File: src/common/i2c_seq_pkg.sv
// Constants for the I2C start / repeated-start sequencer.
// Assumes a single pclk domain; register offsets are APB byte addresses.
package i2c_seq_pkg;
  // ----------------------------------------
  // Register map
  // ----------------------------------------
  localparam logic [11:0] ctrl_two_addr = 12'h000;
  localparam logic [11:0] status_addr = 12'h004;
  localparam logic [11:0] reload_addr = 12'h008;
  localparam logic [11:0] buffer_addr = 12'h00c;
  localparam logic [11:0] flags_addr = 12'h010;
  // ----------------------------------------
  // Field positions
  // ----------------------------------------
  localparam int start_req_bit = 0;
  localparam int restart_req_bit = 1;
  localparam int low_req_bits = 5;
  localparam int start_seen_bit = 3;
  localparam int irq_flag_bit = 0;
  localparam int write_collision_flag_bit = 1;
  localparam int bcol_bit = 2;
  localparam int busy_bit = 4;
  // ----------------------------------------
  // Reset values and counter step
  // ----------------------------------------
  localparam logic [7:0] ctrl_two_reset = 8'h00;
  localparam logic [6:0] reload_reset = 7'h04;
  localparam logic [7:0] buffer_reset = 8'h00;
  localparam logic [6:0] count_one = 7'h01;
  // ----------------------------------------
  // Sequencer states
  // ----------------------------------------
  typedef enum logic [3:0] {
    st_idle,
    st_s_check,
    st_s_count1,
    st_s_count2,
    st_r_scl_low,
    st_r_sda_rel,
    st_r_scl_rise,
    st_r_hold,
    st_r_sda_low
  } seq_state_t;
endpackage : i2c_seq_pkg

File: src/logic/i2c_start_seq.sv
// I2C master start and repeated-start sequencer with an APB register slave.
// Assumes SDA/SCL are open-drain with external pull-ups, sampled asynchronously.
//
// Operation
// - Repeated start only begins from idle on request bit; first drive SCL low.
// - SCL seen low: load counter from reload low six bits, release SDA.
// - Count expiry with SDA high releases SCL.
// - SCL seen high: reload seven bits; SDA and SCL must stay high.
// - Then SDA low one period, request bit self-clears, SDA stays low.
// - Any start condition seen on the bus sets the start-seen status bit.
// - Interrupt flag for repeated start only after the final count expires.
// - Repeated-start request while another event runs is ignored.
// - Repeated start collision: SDA low at SCL rise, or SCL falls early.
// - Buffer write during repeated start sets write collision, keeps contents.
// - Low five request bits are write-blocked until repeated start completes.
// - Start with SDA or SCL already low aborts, flags collision, goes idle.
// - Before the second start count, SCL low while SDA high is a collision.
// - Start begins released; SDA high loads seven-bit reload and counts down.
// - SDA low in first start count resets counter and drives SDA early.
// - SDA high through first count: drive SDA low, reload, count again.
// - SCL low during second start count is no collision.
// - Second count expiry drives SCL low, completing start.
// - Simultaneous starts are not a collision; arbitration continues.
`timescale 1ns/100ps
`default_nettype none
module i2c_start_seq
  import i2c_seq_pkg::*;
(
  // Clock and reset
  input wire logic pclk,
  input wire logic presetn,
  // APB slave
  input wire logic psel,
  input wire logic penable,
  input wire logic pwrite,
  input wire logic [11:0] paddr,
  input wire logic [31:0] pwdata,
  output logic [31:0] prdata,
  output logic pready,
  output logic pslverr,
  // I2C data line
  input wire logic sda_in,
  output logic sda_out,
  output logic sda_oe,
  // I2C clock line
  input wire logic scl_in,
  output logic scl_out,
  output logic scl_oe,
  // Status outputs
  output logic serial_port_irq_flag,
  output logic bus_collision_irq_flag
);
  // ----------------------------------------
  // Pin synchronisers
  // ----------------------------------------
  logic sda_meta, sda_s, sda_d;
  logic scl_meta, scl_s, scl_d;

  always_ff @(posedge pclk or negedge presetn) begin
    if (!presetn) begin
      sda_meta <= 1'b1;
      sda_s <= 1'b1;
      scl_meta <= 1'b1;
      scl_s <= 1'b1;
    end else begin
      sda_meta <= sda_in;
      sda_s <= sda_meta;
      scl_meta <= scl_in;
      scl_s <= scl_meta;
    end
  end

  always_ff @(posedge pclk or negedge presetn) begin
    if (!presetn) begin
      sda_d <= 1'b1;
      scl_d <= 1'b1;
    end else begin
      sda_d <= sda_s;
      scl_d <= scl_s;
    end
  end

  // Edge history reads only the second stage, never the metastable first
  // Start = SDA falls while SCL high
  logic start_det;
  assign start_det = sda_d && !sda_s && scl_s && scl_d;

  // ----------------------------------------
  // Registers and APB decode
  // ----------------------------------------
  logic [7:0] serial_control_two;
  logic [6:0] baud_reload_value;
  logic [7:0] transfer_buffer;
  logic serial_status_start;
  logic write_collision_flag;
  seq_state_t state;
  logic [6:0] baud_counter;
  logic drive_sda_low, drive_scl_low;

  logic wr_en, rd_en, restart_busy, seq_busy;
  assign wr_en = psel && penable && pwrite;
  assign rd_en = psel && penable && !pwrite;
  assign restart_busy = (state == st_r_scl_low) || (state == st_r_sda_rel) ||
                        (state == st_r_scl_rise) || (state == st_r_hold) ||
                        (state == st_r_sda_low);
  assign seq_busy = (state != st_idle);

  logic ctrl_wr, buf_wr, flags_wr, addr_ok;
  assign ctrl_wr = wr_en && (paddr == ctrl_two_addr);
  assign buf_wr = wr_en && (paddr == buffer_addr);
  assign flags_wr = wr_en && (paddr == flags_addr);
  assign addr_ok = (paddr == ctrl_two_addr) || (paddr == status_addr) ||
                   (paddr == reload_addr) || (paddr == buffer_addr) ||
                   (paddr == flags_addr);

  // Zero-wait slave: pready high in every access phase
  always_ff @(posedge pclk or negedge presetn) begin
    if (!presetn) begin
      pready <= 1'b0;
      pslverr <= 1'b0;
    end else begin
      pready <= psel && !penable;
      pslverr <= psel && !penable && !addr_ok;
    end
  end

  always_ff @(posedge pclk or negedge presetn) begin
    if (!presetn) begin
      prdata <= 32'h00000000;
    end else if (psel && !penable && !pwrite) begin
      case (paddr)
        ctrl_two_addr: prdata <= {24'h000000, serial_control_two};
        status_addr: prdata <= {27'h0000000, seq_busy, serial_status_start, 3'h0};
        reload_addr: prdata <= {25'h0000000, baud_reload_value};
        buffer_addr: prdata <= {24'h000000, transfer_buffer};
        flags_addr: prdata <= {29'h00000000, bus_collision_irq_flag,
                               write_collision_flag, serial_port_irq_flag};
        default: prdata <= 32'h00000000;
      endcase
    end
  end

  always_ff @(posedge pclk or negedge presetn) begin
    if (!presetn) begin
      baud_reload_value <= reload_reset;
    end else if (wr_en && paddr == reload_addr) begin
      baud_reload_value <= pwdata[6:0];
    end
  end

  // Buffer write refused during a repeated start
  always_ff @(posedge pclk or negedge presetn) begin
    if (!presetn) begin
      transfer_buffer <= buffer_reset;
    end else if (buf_wr && !restart_busy) begin
      transfer_buffer <= pwdata[7:0];
    end
  end

  // ----------------------------------------
  // Sequencer
  // ----------------------------------------
  logic cnt_zero, seq_done, seq_done_r, abort_col, restart_col;
  assign cnt_zero = (baud_counter == 7'h00);

  // Request bits are taken only while the sequencer is idle
  logic req_start, req_restart;
  assign req_start = ctrl_wr && !seq_busy && pwdata[start_req_bit];
  assign req_restart = ctrl_wr && !seq_busy && pwdata[restart_req_bit] &&
                       !pwdata[start_req_bit];

  // ----------------------------------------
  // Baud counter
  // ----------------------------------------
  // One owner for the counter; its loads follow the sequencer's own
  // transitions, and a load always wins over the decrement.
  logic cnt_load;
  logic [6:0] next_count;

  always_comb begin
    cnt_load = 1'b0;
    next_count = baud_reload_value;
    case (state)
      st_s_check: cnt_load = sda_s && scl_s;
      st_s_count1: cnt_load = !(!scl_s && sda_s) && (!sda_s || cnt_zero);
      st_r_scl_low: begin
        cnt_load = !scl_s;
        next_count = {1'b0, baud_reload_value[5:0]};
      end
      st_r_scl_rise: cnt_load = scl_s && sda_s;
      st_r_hold: cnt_load = scl_s && sda_s && cnt_zero;
      default: cnt_load = 1'b0;
    endcase
  end

  always_ff @(posedge pclk or negedge presetn) begin
    if (!presetn) begin
      baud_counter <= 7'h00;
    end else if (cnt_load) begin
      baud_counter <= next_count;
    end else if (!cnt_zero) begin
      baud_counter <= baud_counter - count_one;
    end
  end

  always_ff @(posedge pclk or negedge presetn) begin
    if (!presetn) begin
      state <= st_idle;
      drive_sda_low <= 1'b0;
      drive_scl_low <= 1'b0;
      seq_done <= 1'b0;
      abort_col <= 1'b0;
      restart_col <= 1'b0;
    end else begin
      seq_done <= 1'b0;
      abort_col <= 1'b0;
      restart_col <= 1'b0;
      case (state)
        st_idle: begin
          if (req_start) begin
            drive_sda_low <= 1'b0;
            drive_scl_low <= 1'b0;
            state <= st_s_check;
          end else if (req_restart) begin
            drive_scl_low <= 1'b1;
            state <= st_r_scl_low;
          end
        end
        st_s_check: begin
          if (!sda_s || !scl_s) begin
            abort_col <= 1'b1;
            state <= st_idle;
          end else begin
            state <= st_s_count1;
          end
        end
        st_s_count1: begin
          if (!scl_s && sda_s) begin
            abort_col <= 1'b1;
            state <= st_idle;
          end else if (!sda_s || cnt_zero) begin
            drive_sda_low <= 1'b1;
            state <= st_s_count2;
          end
        end
        st_s_count2: begin
          // SCL low here is another master's start: not a collision
          if (cnt_zero) begin
            drive_scl_low <= 1'b1;
            seq_done <= 1'b1;
            state <= st_idle;
          end
        end
        st_r_scl_low: begin
          if (!scl_s) begin
            drive_sda_low <= 1'b0;
            state <= st_r_sda_rel;
          end
        end
        st_r_sda_rel: begin
          if (cnt_zero && sda_s) begin
            drive_scl_low <= 1'b0;
            state <= st_r_scl_rise;
          end
        end
        st_r_scl_rise: begin
          if (scl_s && !sda_s) begin
            restart_col <= 1'b1;
            state <= st_idle;
          end else if (scl_s) begin
            state <= st_r_hold;
          end
        end
        st_r_hold: begin
          if (!scl_s || !sda_s) begin
            restart_col <= 1'b1;
            state <= st_idle;
          end else if (cnt_zero) begin
            drive_sda_low <= 1'b1;
            state <= st_r_sda_low;
          end
        end
        st_r_sda_low: begin
          // No reload after this period: SDA simply stays held low so the
          // address byte can follow without a glitch on the line.
          if (cnt_zero) begin
            seq_done <= 1'b1;
            state <= st_idle;
          end
        end
        default: state <= st_idle;
      endcase
      // Lines are freed the cycle after a collision is found
      if (abort_col || restart_col) begin
        drive_sda_low <= 1'b0;
        drive_scl_low <= 1'b0;
      end
    end
  end

  // Completion flag delayed so the interrupt follows the final count
  always_ff @(posedge pclk or negedge presetn) begin
    if (!presetn) begin
      seq_done_r <= 1'b0;
    end else begin
      seq_done_r <= seq_done;
    end
  end

  // ----------------------------------------
  // Control register and flags
  // ----------------------------------------
  always_ff @(posedge pclk or negedge presetn) begin
    if (!presetn) begin
      serial_control_two <= ctrl_two_reset;
    end else begin
      if (ctrl_wr) begin
        serial_control_two[7:low_req_bits] <= pwdata[7:low_req_bits];
        if (!seq_busy) begin
          serial_control_two[low_req_bits-1:0] <= pwdata[low_req_bits-1:0];
        end
      end
      if (state != st_idle && state != st_s_check && state != st_s_count1 &&
          state != st_s_count2) begin
        serial_control_two[start_req_bit] <= 1'b0;
      end
      if (seq_done || abort_col || restart_col) begin
        serial_control_two[restart_req_bit] <= 1'b0;
        serial_control_two[start_req_bit] <= 1'b0;
      end
    end
  end

  // Sticky flags: a set in the same cycle beats a software clear
  always_ff @(posedge pclk or negedge presetn) begin
    if (!presetn) begin
      serial_status_start <= 1'b0;
      serial_port_irq_flag <= 1'b0;
      write_collision_flag <= 1'b0;
      bus_collision_irq_flag <= 1'b0;
    end else begin
      if (flags_wr && pwdata[irq_flag_bit]) serial_port_irq_flag <= 1'b0;
      if (flags_wr && pwdata[write_collision_flag_bit]) write_collision_flag <= 1'b0;
      if (flags_wr && pwdata[bcol_bit]) bus_collision_irq_flag <= 1'b0;
      if (flags_wr && pwdata[start_seen_bit]) serial_status_start <= 1'b0;
      if (start_det) serial_status_start <= 1'b1;
      if (seq_done_r) serial_port_irq_flag <= 1'b1;
      if (buf_wr && restart_busy) write_collision_flag <= 1'b1;
      if (abort_col || restart_col) bus_collision_irq_flag <= 1'b1;
    end
  end

  // ----------------------------------------
  // Open-drain pins
  // ----------------------------------------
  always_ff @(posedge pclk or negedge presetn) begin
    if (!presetn) begin
      sda_oe <= 1'b0;
      scl_oe <= 1'b0;
      sda_out <= 1'b0;
      scl_out <= 1'b0;
    end else begin
      // Only ever pull low; the pull-ups make the high level
      sda_out <= 1'b0;
      scl_out <= 1'b0;
      sda_oe <= drive_sda_low;
      scl_oe <= drive_scl_low;
    end
  end
endmodule : i2c_start_seq
`default_nettype wire

File: config.mk
export PLATFORM = sky130hd
export DESIGN_NAME = i2c_start_seq
export DESIGN_NICKNAME = d
export VERILOG_FILES = /design/src/common/i2c_seq_pkg.sv /design/src/logic/i2c_start_seq.sv
export SDC_FILE = /design/constraint.sdc
export NUM_CORES = 1
export LEC_CHECK = 0
export BUFFER_PORTS_ARGS = -buffer_cell sky130_fd_sc_hd__buf_2
export CORE_ASPECT_RATIO = 1.1
export CORE_UTILIZATION = 49
export CTS_BUF_LIST = sky130_fd_sc_hd__clkbuf_8
export CTS_CLUSTER_SIZE = 30
export DETAILED_ROUTE_END_ITERATION = 6
export GPL_ROUTABILITY_DRIVEN = 0
export GPL_TIMING_DRIVEN = 0
export PLACE_DENSITY = 0.76
export SKIP_LAST_GASP = 1
export SLEW_MARGIN = 20
export SYNTH_ARGS = -nofsm -noshare
export SYNTH_HDL_FRONTEND = slang
export SYNTH_SLANG_ARGS = --single-unit
File: constraint.sdc
create_clock -name pclk -period 2.2 [get_ports pclk]
set_input_delay 0.33 -clock pclk [delete_from_list [all_inputs] [get_ports pclk]]
set_output_delay 0.33 -clock pclk [all_outputs]
set_load 0.02 [all_outputs]
==> results of run 1 <==
## critical path, cell delays in order, from the launching register on
cell and delay [ps]:
dfrtp_1 400, inv_1 70, ha_2 170, or4b_4 500, or3_4 410, a21oi_4 210
o22ai_4 120, mux2_4 320
## registers in the layout (all words and copies together), names as in the netlist, 4 cells and up
signal              flops
prdata                  8
serial_control_two      8
transfer_buffer         8
baud_counter            7
baud_reload_value       7
state                   4
## metrics by stage
step / hold slack (ps) / total power [µW] / cells
6_report: 50.9 / 4500 / 498
5_1_grt: 69.4 / 4720 / 498
4_1_cts: 64.0 / 4370 / 495
3_5_place_dp: 347 / 3010 / 471
3_3_place_gp: 347 / 2970 / 471
2_1_floorplan: 34.4 / 2660 / 352
## power breakdown
group          switching, µW  total, µW  leakage [µW]  internal (µW)
clock network            503       1160      0.000112            655
logic                   1010       1930       0.00115            920
registers                122       1410      0.000810           1290
total                   1640       4500       0.00207           2860
## worst min path at each step
stage / end / from / slack (ps)
final: baud_counter[4]$_DFFE_PN0P_ / presetn / 50
after global routing: scl_meta$_DFF_PN1_ / scl_in / 70
after CTS: scl_meta$_DFF_PN1_ / scl_in / 60
after detailed placement: scl_s$_DFF_PN1_ / scl_meta$_DFF_PN1_ / 350
after global placement: sda_s$_DFF_PN1_ / sda_meta$_DFF_PN1_ / 350
after floorplan: abort_col$_DFF_PN0_ / presetn / 30
## area by class of cell
cell class / instances / area (µm²)
fillers: 530 / 2490
multi-input cells: 239 / 1750
flip-flops and latches: 62 / 1560
repair buffers: 49 / 294
plain buffers: 45 / 270
clock buffers: 9 / 124
clock inverters: 7 / 105
well taps: 82 / 103
inverters: 5 / 18.8
## cells by family after synthesis
group | count (synthesis) | synth area share, %
DFF | 62 | 45.2
buffers and inverters | 51 | 8.63
muxes | 42 | 14.6
adders and majority gates | 1 | 0.363
and+or+nand+nor | 103 | 16.6
xor gates and xnor gates | 4 | 1.02
other | 1 | 0.109
AOI/OAI and AO/OA | 63 | 13.4
## cell usage in the layout (no fill, tap or decap), types with 3 or more instances in the layout
cell      synthesis  final
conb_1            1     26
inv_1             5      5
nand4_1           5      5
buf_2             1     37
nor2_1           24     22
o22ai_1           7      6
and3_1            5      5
mux2_4            6      7
buf_4            26     37
xnor2_1           3      3
mux2i_1          11     11
nand2_1          18     18
dfstp_2           7      7
a21oi_1          12     12
nor2b_1           6      6
mux2_1           23     22
nor3_1            7      7
nand2b_1          9      9
nor4_2            2      3
nand3_1           9      8
dfrtp_1          55     55
clkbuf_1         16     15
o21ai_0           9      9
a22o_1           10     10
clkbuf_8          0      9
## routing by layer
layer	wire length (µm)	vias up	track usage, %
li1	-	1301	-
met1	3190	1351	28.8
met2	3840	136	35.9
met3	527	28	4.16
met4	253	0	9.94
met5	0	-	0
## what timing repair did
item                       CTS  global route
pin swaps                    7             6
cloned                       0             0
resized for setup            6             9
setup endpoints to repair   15            17
setup buffers                8             4
==> flow_summary.ini, run 1 <==
[status]
outcome = complete, but fails checks
violations = negative setup slack

[floorplanning]
rows = 31
die_area_um2 = 7380
io-pin-count = 91
fp.dieW_um = 82.0
die_h_um = 90.0
initial_core_util_pct = 51.4
core_area_um2 = 6710

[synthesis]
synth_top_area_share_pct = 39.9
ys_seq_area_share_pct = 45.2
syn_inst = 327
ys_types = 61
yosysMostFrequentCell = dfrtp_1
syn_area_um2 = 3450
synth_edf_count = 0
avgSynthCellArea_um2 = 10.6
yosys.area.top_type = dfrtp_1
yosys-top-cells-area = dfrtp_1 40%, mux2_1 7.5%, buf_4 5.7%, dfstp_2 5.3%, mux2i_1 3.2%
synth_flop_cell = dfrtp_1
synth_seq_cells = 62
synth_common_cells = 55 x dfrtp_1, 26 x buf_4, 24 x nor2_1, 23 x mux2_1, 18 x nand2_1
yosys_warnings = 0
synthArstFlopShare_pct = 100

[clock_tree]
root_buffer = clkbuf_8
cts_buffers = 9
ctsHoldBuffers = 0
cts.sinks = 62
clkTransAtPathRegs_ps = 70
cts_tree = built
clk_latency_ps = 350
clockBufferDepth = 2
cts_max_level = 3

[setup_path]
crit_arrival_ps = 2540
cp-end-kind = flop
r2r_cells = 7
cp-endpoint = state[2]$_DFFE_PN0P_
r2r-end = state[2]$_DFFE_PN0P_
rrSetupSlack_ps = -110
startpoint = baud_counter[0]$_DFFE_PN0P_
crit_fanout = 4
path_class = flop to flop
cp-start-kind = flop
reg2reg_from = baud_counter[0]$_DFFE_PN0P_
cp.required_ps = 2430

[sta]
drv_slew = 0
fin_ws_ps = -106
hold_violations = 0
worstMarginPinSlew_ps = 745
rsz0062_at_grt = true
period_needed_ps = 2310
setup_violations = 11
slew_headroom_pct = 50.3
tns_ps = -678
fmax_mhz = 434
finalCritPeriodShare_pct = 105
fin_skew_ps = 8.28

[cells_and_area]
design_area_um2 = 4220
layout.nets = 463
final_layout_size_suffix_gt1_share_pct = 31.3
final_util_pct = 62.9
insertedDiodeCount = 0
syn2layout_area_growth_pct = 22.4

[route]
vias_per_cell = 5.65
via_count = 2816
wl_per_cell_um = 15.7
ant_nets = 0
drt-initial-drc-count = 184
drc_errors = 0
dr.pass1.iters = 5
wirelength_mm = 7.81

[power]
cellLeakagePower_uw = 0.00207
peakVddDrop_uv = 476
power_density_nw_per_um2 = 1070

[global_route]
grt.total_usage_pct = 22.4
grt_max_degree = 63
grt.overflow.total = 0
antenna_found_initial = 0
grt_pass1_vias = 2597
grt_pass1_wl_mm = 12.5

[place]
hpwlAfterDp_mm = 5.41
placed_area_um2 = 3850
pre_cts_ws_ps = -267
port_buffers = 37

[flow_run]
drv_cap = 0

[worst_hold_path]
holdCritPathClass = input pin to asynchronous set/reset pin
Note: power is estimated with default switching activity, not from simulation.
==> run 2: changes to the inputs <==
HOLD_SLACK_MARGIN = 0.1   (was not set)
==> run 2 against run 1 <==
The run still ends with negative setup slack left. Sequential cell count is the same. Maximum frequency grew 0.21%. Clock skew shrank 1.3 ps. Critical path depth is the same. First-iteration DRC count shrank 11%. Hold slack gained 150 ps. Routed wire length grew 0.40%. Clock-buffer cell count is the same. Non-clock buffer count grew 3. Sequential share of layout area shrank 0.26 points. Setup slack gained 4.9 ps. Critical path type unchanged.
==> flow_summary.ini, run 2 (same netlist as run 1, synthesis figures left out) <==
[cells_and_area]
layout.nets = 466
syn2layout_area_growth_pct = 23.3
final_common_cell = dfrtp_1
layout_common_cells = 55 x dfrtp_1, 37 x buf_2, 37 x buf_4
largestRegisters = prdata x8, serial_control_two x8, transfer_buffer x8
design_area_um2 = 4250
final_layout_size_suffix_gt1_share_pct = 31.0
insertedDiodeCount = 0

[route]
ant_nets = 0
drt-initial-drc-count = 164
vias_per_cell = 5.64
drc_errors = 0
via_count = 2828
dr.pass1.iters = 5
wl_per_cell_um = 15.6
wirelength_mm = 7.84

[sta]
fin_skew_ps = 6.96
fin_ws_ps = -101
setup_violations = 11
fmax_mhz = 435
worstMarginPinSlew_ps = 753
period_needed_ps = 2300
finalCritPeriodShare_pct = 105
hold_violations = 0
slew_headroom_pct = 49.8
drv_slew = 0
rsz0062_at_grt = true

[power]
power_density_nw_per_um2 = 1060
power.total_uw = 4500
cellLeakagePower_uw = 0.00208
peakVddDrop_uv = 480

[global_route]
antenna_found_initial = 0
grt.overflow.total = 0
grt.total_usage_pct = 22.4
grt_max_degree = 63
grt_pass1_vias = 2603
grt_pass1_wl_mm = 12.5

[setup_path]
path_class = flop to flop
r2r-end = state[2]$_DFFE_PN0P_
startpoint = baud_counter[0]$_DFFE_PN0P_
cp.required_ps = 2430
cp-start-kind = flop
rrSetupSlack_ps = -100
cp-end-kind = flop
r2r_cells = 7
reg2reg_from = baud_counter[0]$_DFFE_PN0P_
crit_arrival_ps = 2530
crit_fanout = 4

[clock_tree]
cts_tree = built
root_buffer = clkbuf_8
cts_buffers = 9
cts.sinks = 62
clk_latency_ps = 350
clkTransAtPathRegs_ps = 80
clockBufferDepth = 2
cts_max_level = 3

[worst_hold_path]
whs_endpoint = pready$_DFF_PN0_
min-delay-start = penable
hold_path_depth = 2
holdCritPathClass = input pin to flop

[floorplanning]
fp.dieW_um = 82.0
core_area_um2 = 6710
die_h_um = 90.0
die_area_um2 = 7380
initial_core_util_pct = 51.4
io-pin-count = 91
rows = 31

[place]
port_buffers = 37
placed_area_um2 = 3850
hpwlAfterDp_mm = 5.41

[status]
violations = negative setup slack
outcome = complete, but fails checks

[flow_run]
drv_cap = 0
## run 2: cell types whose count changed in the layout (fill, tap and decap cells not counted), sizes merged
cell / before / now
dlygate4sd3: 0 / 3
## run 2: area by class of cell
type	count	area, µm²
Clock buffer	9	124
Clock inverter	7	105
Buffer	45	270
Tap cell	82	103
Fill cell	529	2460
Sequential cell	62	1560
Timing Repair Buffer	52	324
Multi-Input combinational cell	239	1750
Inverter	5	18.8
## run 2: worst max-delay path: stages (launching register included)
cell     delay, ps
dfrtp_1        400
inv_1           70
ha_2           170
or4b_4         500
or3_4          410
a21oi_4        210
o22ai_4        120
mux2_4         310
## run 2: how the worst max path moves through the flow
stage	end	slack, ps	cells after the start
floorplan	baud_counter[0]$_DFFE_PN0P_	-60	7
global placement	baud_counter[2]$_DFFE_PN0P_	-270	7
detailed placement	baud_counter[1]$_DFFE_PN0P_	-270	7
CTS	drive_scl_low$_DFFE_PN0P_	-130	8
global route	state[2]$_DFFE_PN0P_	-140	7
finish	state[2]$_DFFE_PN0P_	-100	7
## run 2: metal layers
layer,global-route usage [%],up-vias,wire length (µm)
met4,9.94,0,210
met3,4.16,22,484
met1,28.8,1357,3270
met5,0,-,0
met2,36.0,141,3870
li1,-,1308,-
## run 2: timing repair
item	CTS	global route
setup endpoints to repair	15	17
gates resized for setup	6	9
setup buffers	8	4
endpoints found under the hold margin	57	0
hold buffers	3	0
pin swaps	7	6
## run 2: power breakdown
| group | leakage [µW] | internal (µW) | total, µW | switching [µW] |
|---|---|---|---|---|
| registers | 0.000810 | 1290 | 1410 | 124 |
| logic | 0.00116 | 923 | 1940 | 1020 |
| clock network | 0.000112 | 655 | 1150 | 497 |
## run 2: stage by stage
step / utilization [%] / cells / hold slack, ps / setup slack, ps / TNS [ps]
2_1_floorplan: - / 352 / 34.4 / -60.8 / -413
3_5_place_dp: 57.4 / 471 / 347 / -267 / -3550
6_report: 63.4 / 501 / 196 / -101 / -594
4_1_cts: 62.7 / 498 / 182 / -129 / -1050
3_3_place_gp: 57.3 / 471 / 347 / -265 / -3450
5_1_grt: 63.4 / 501 / 199 / -143 / -1660
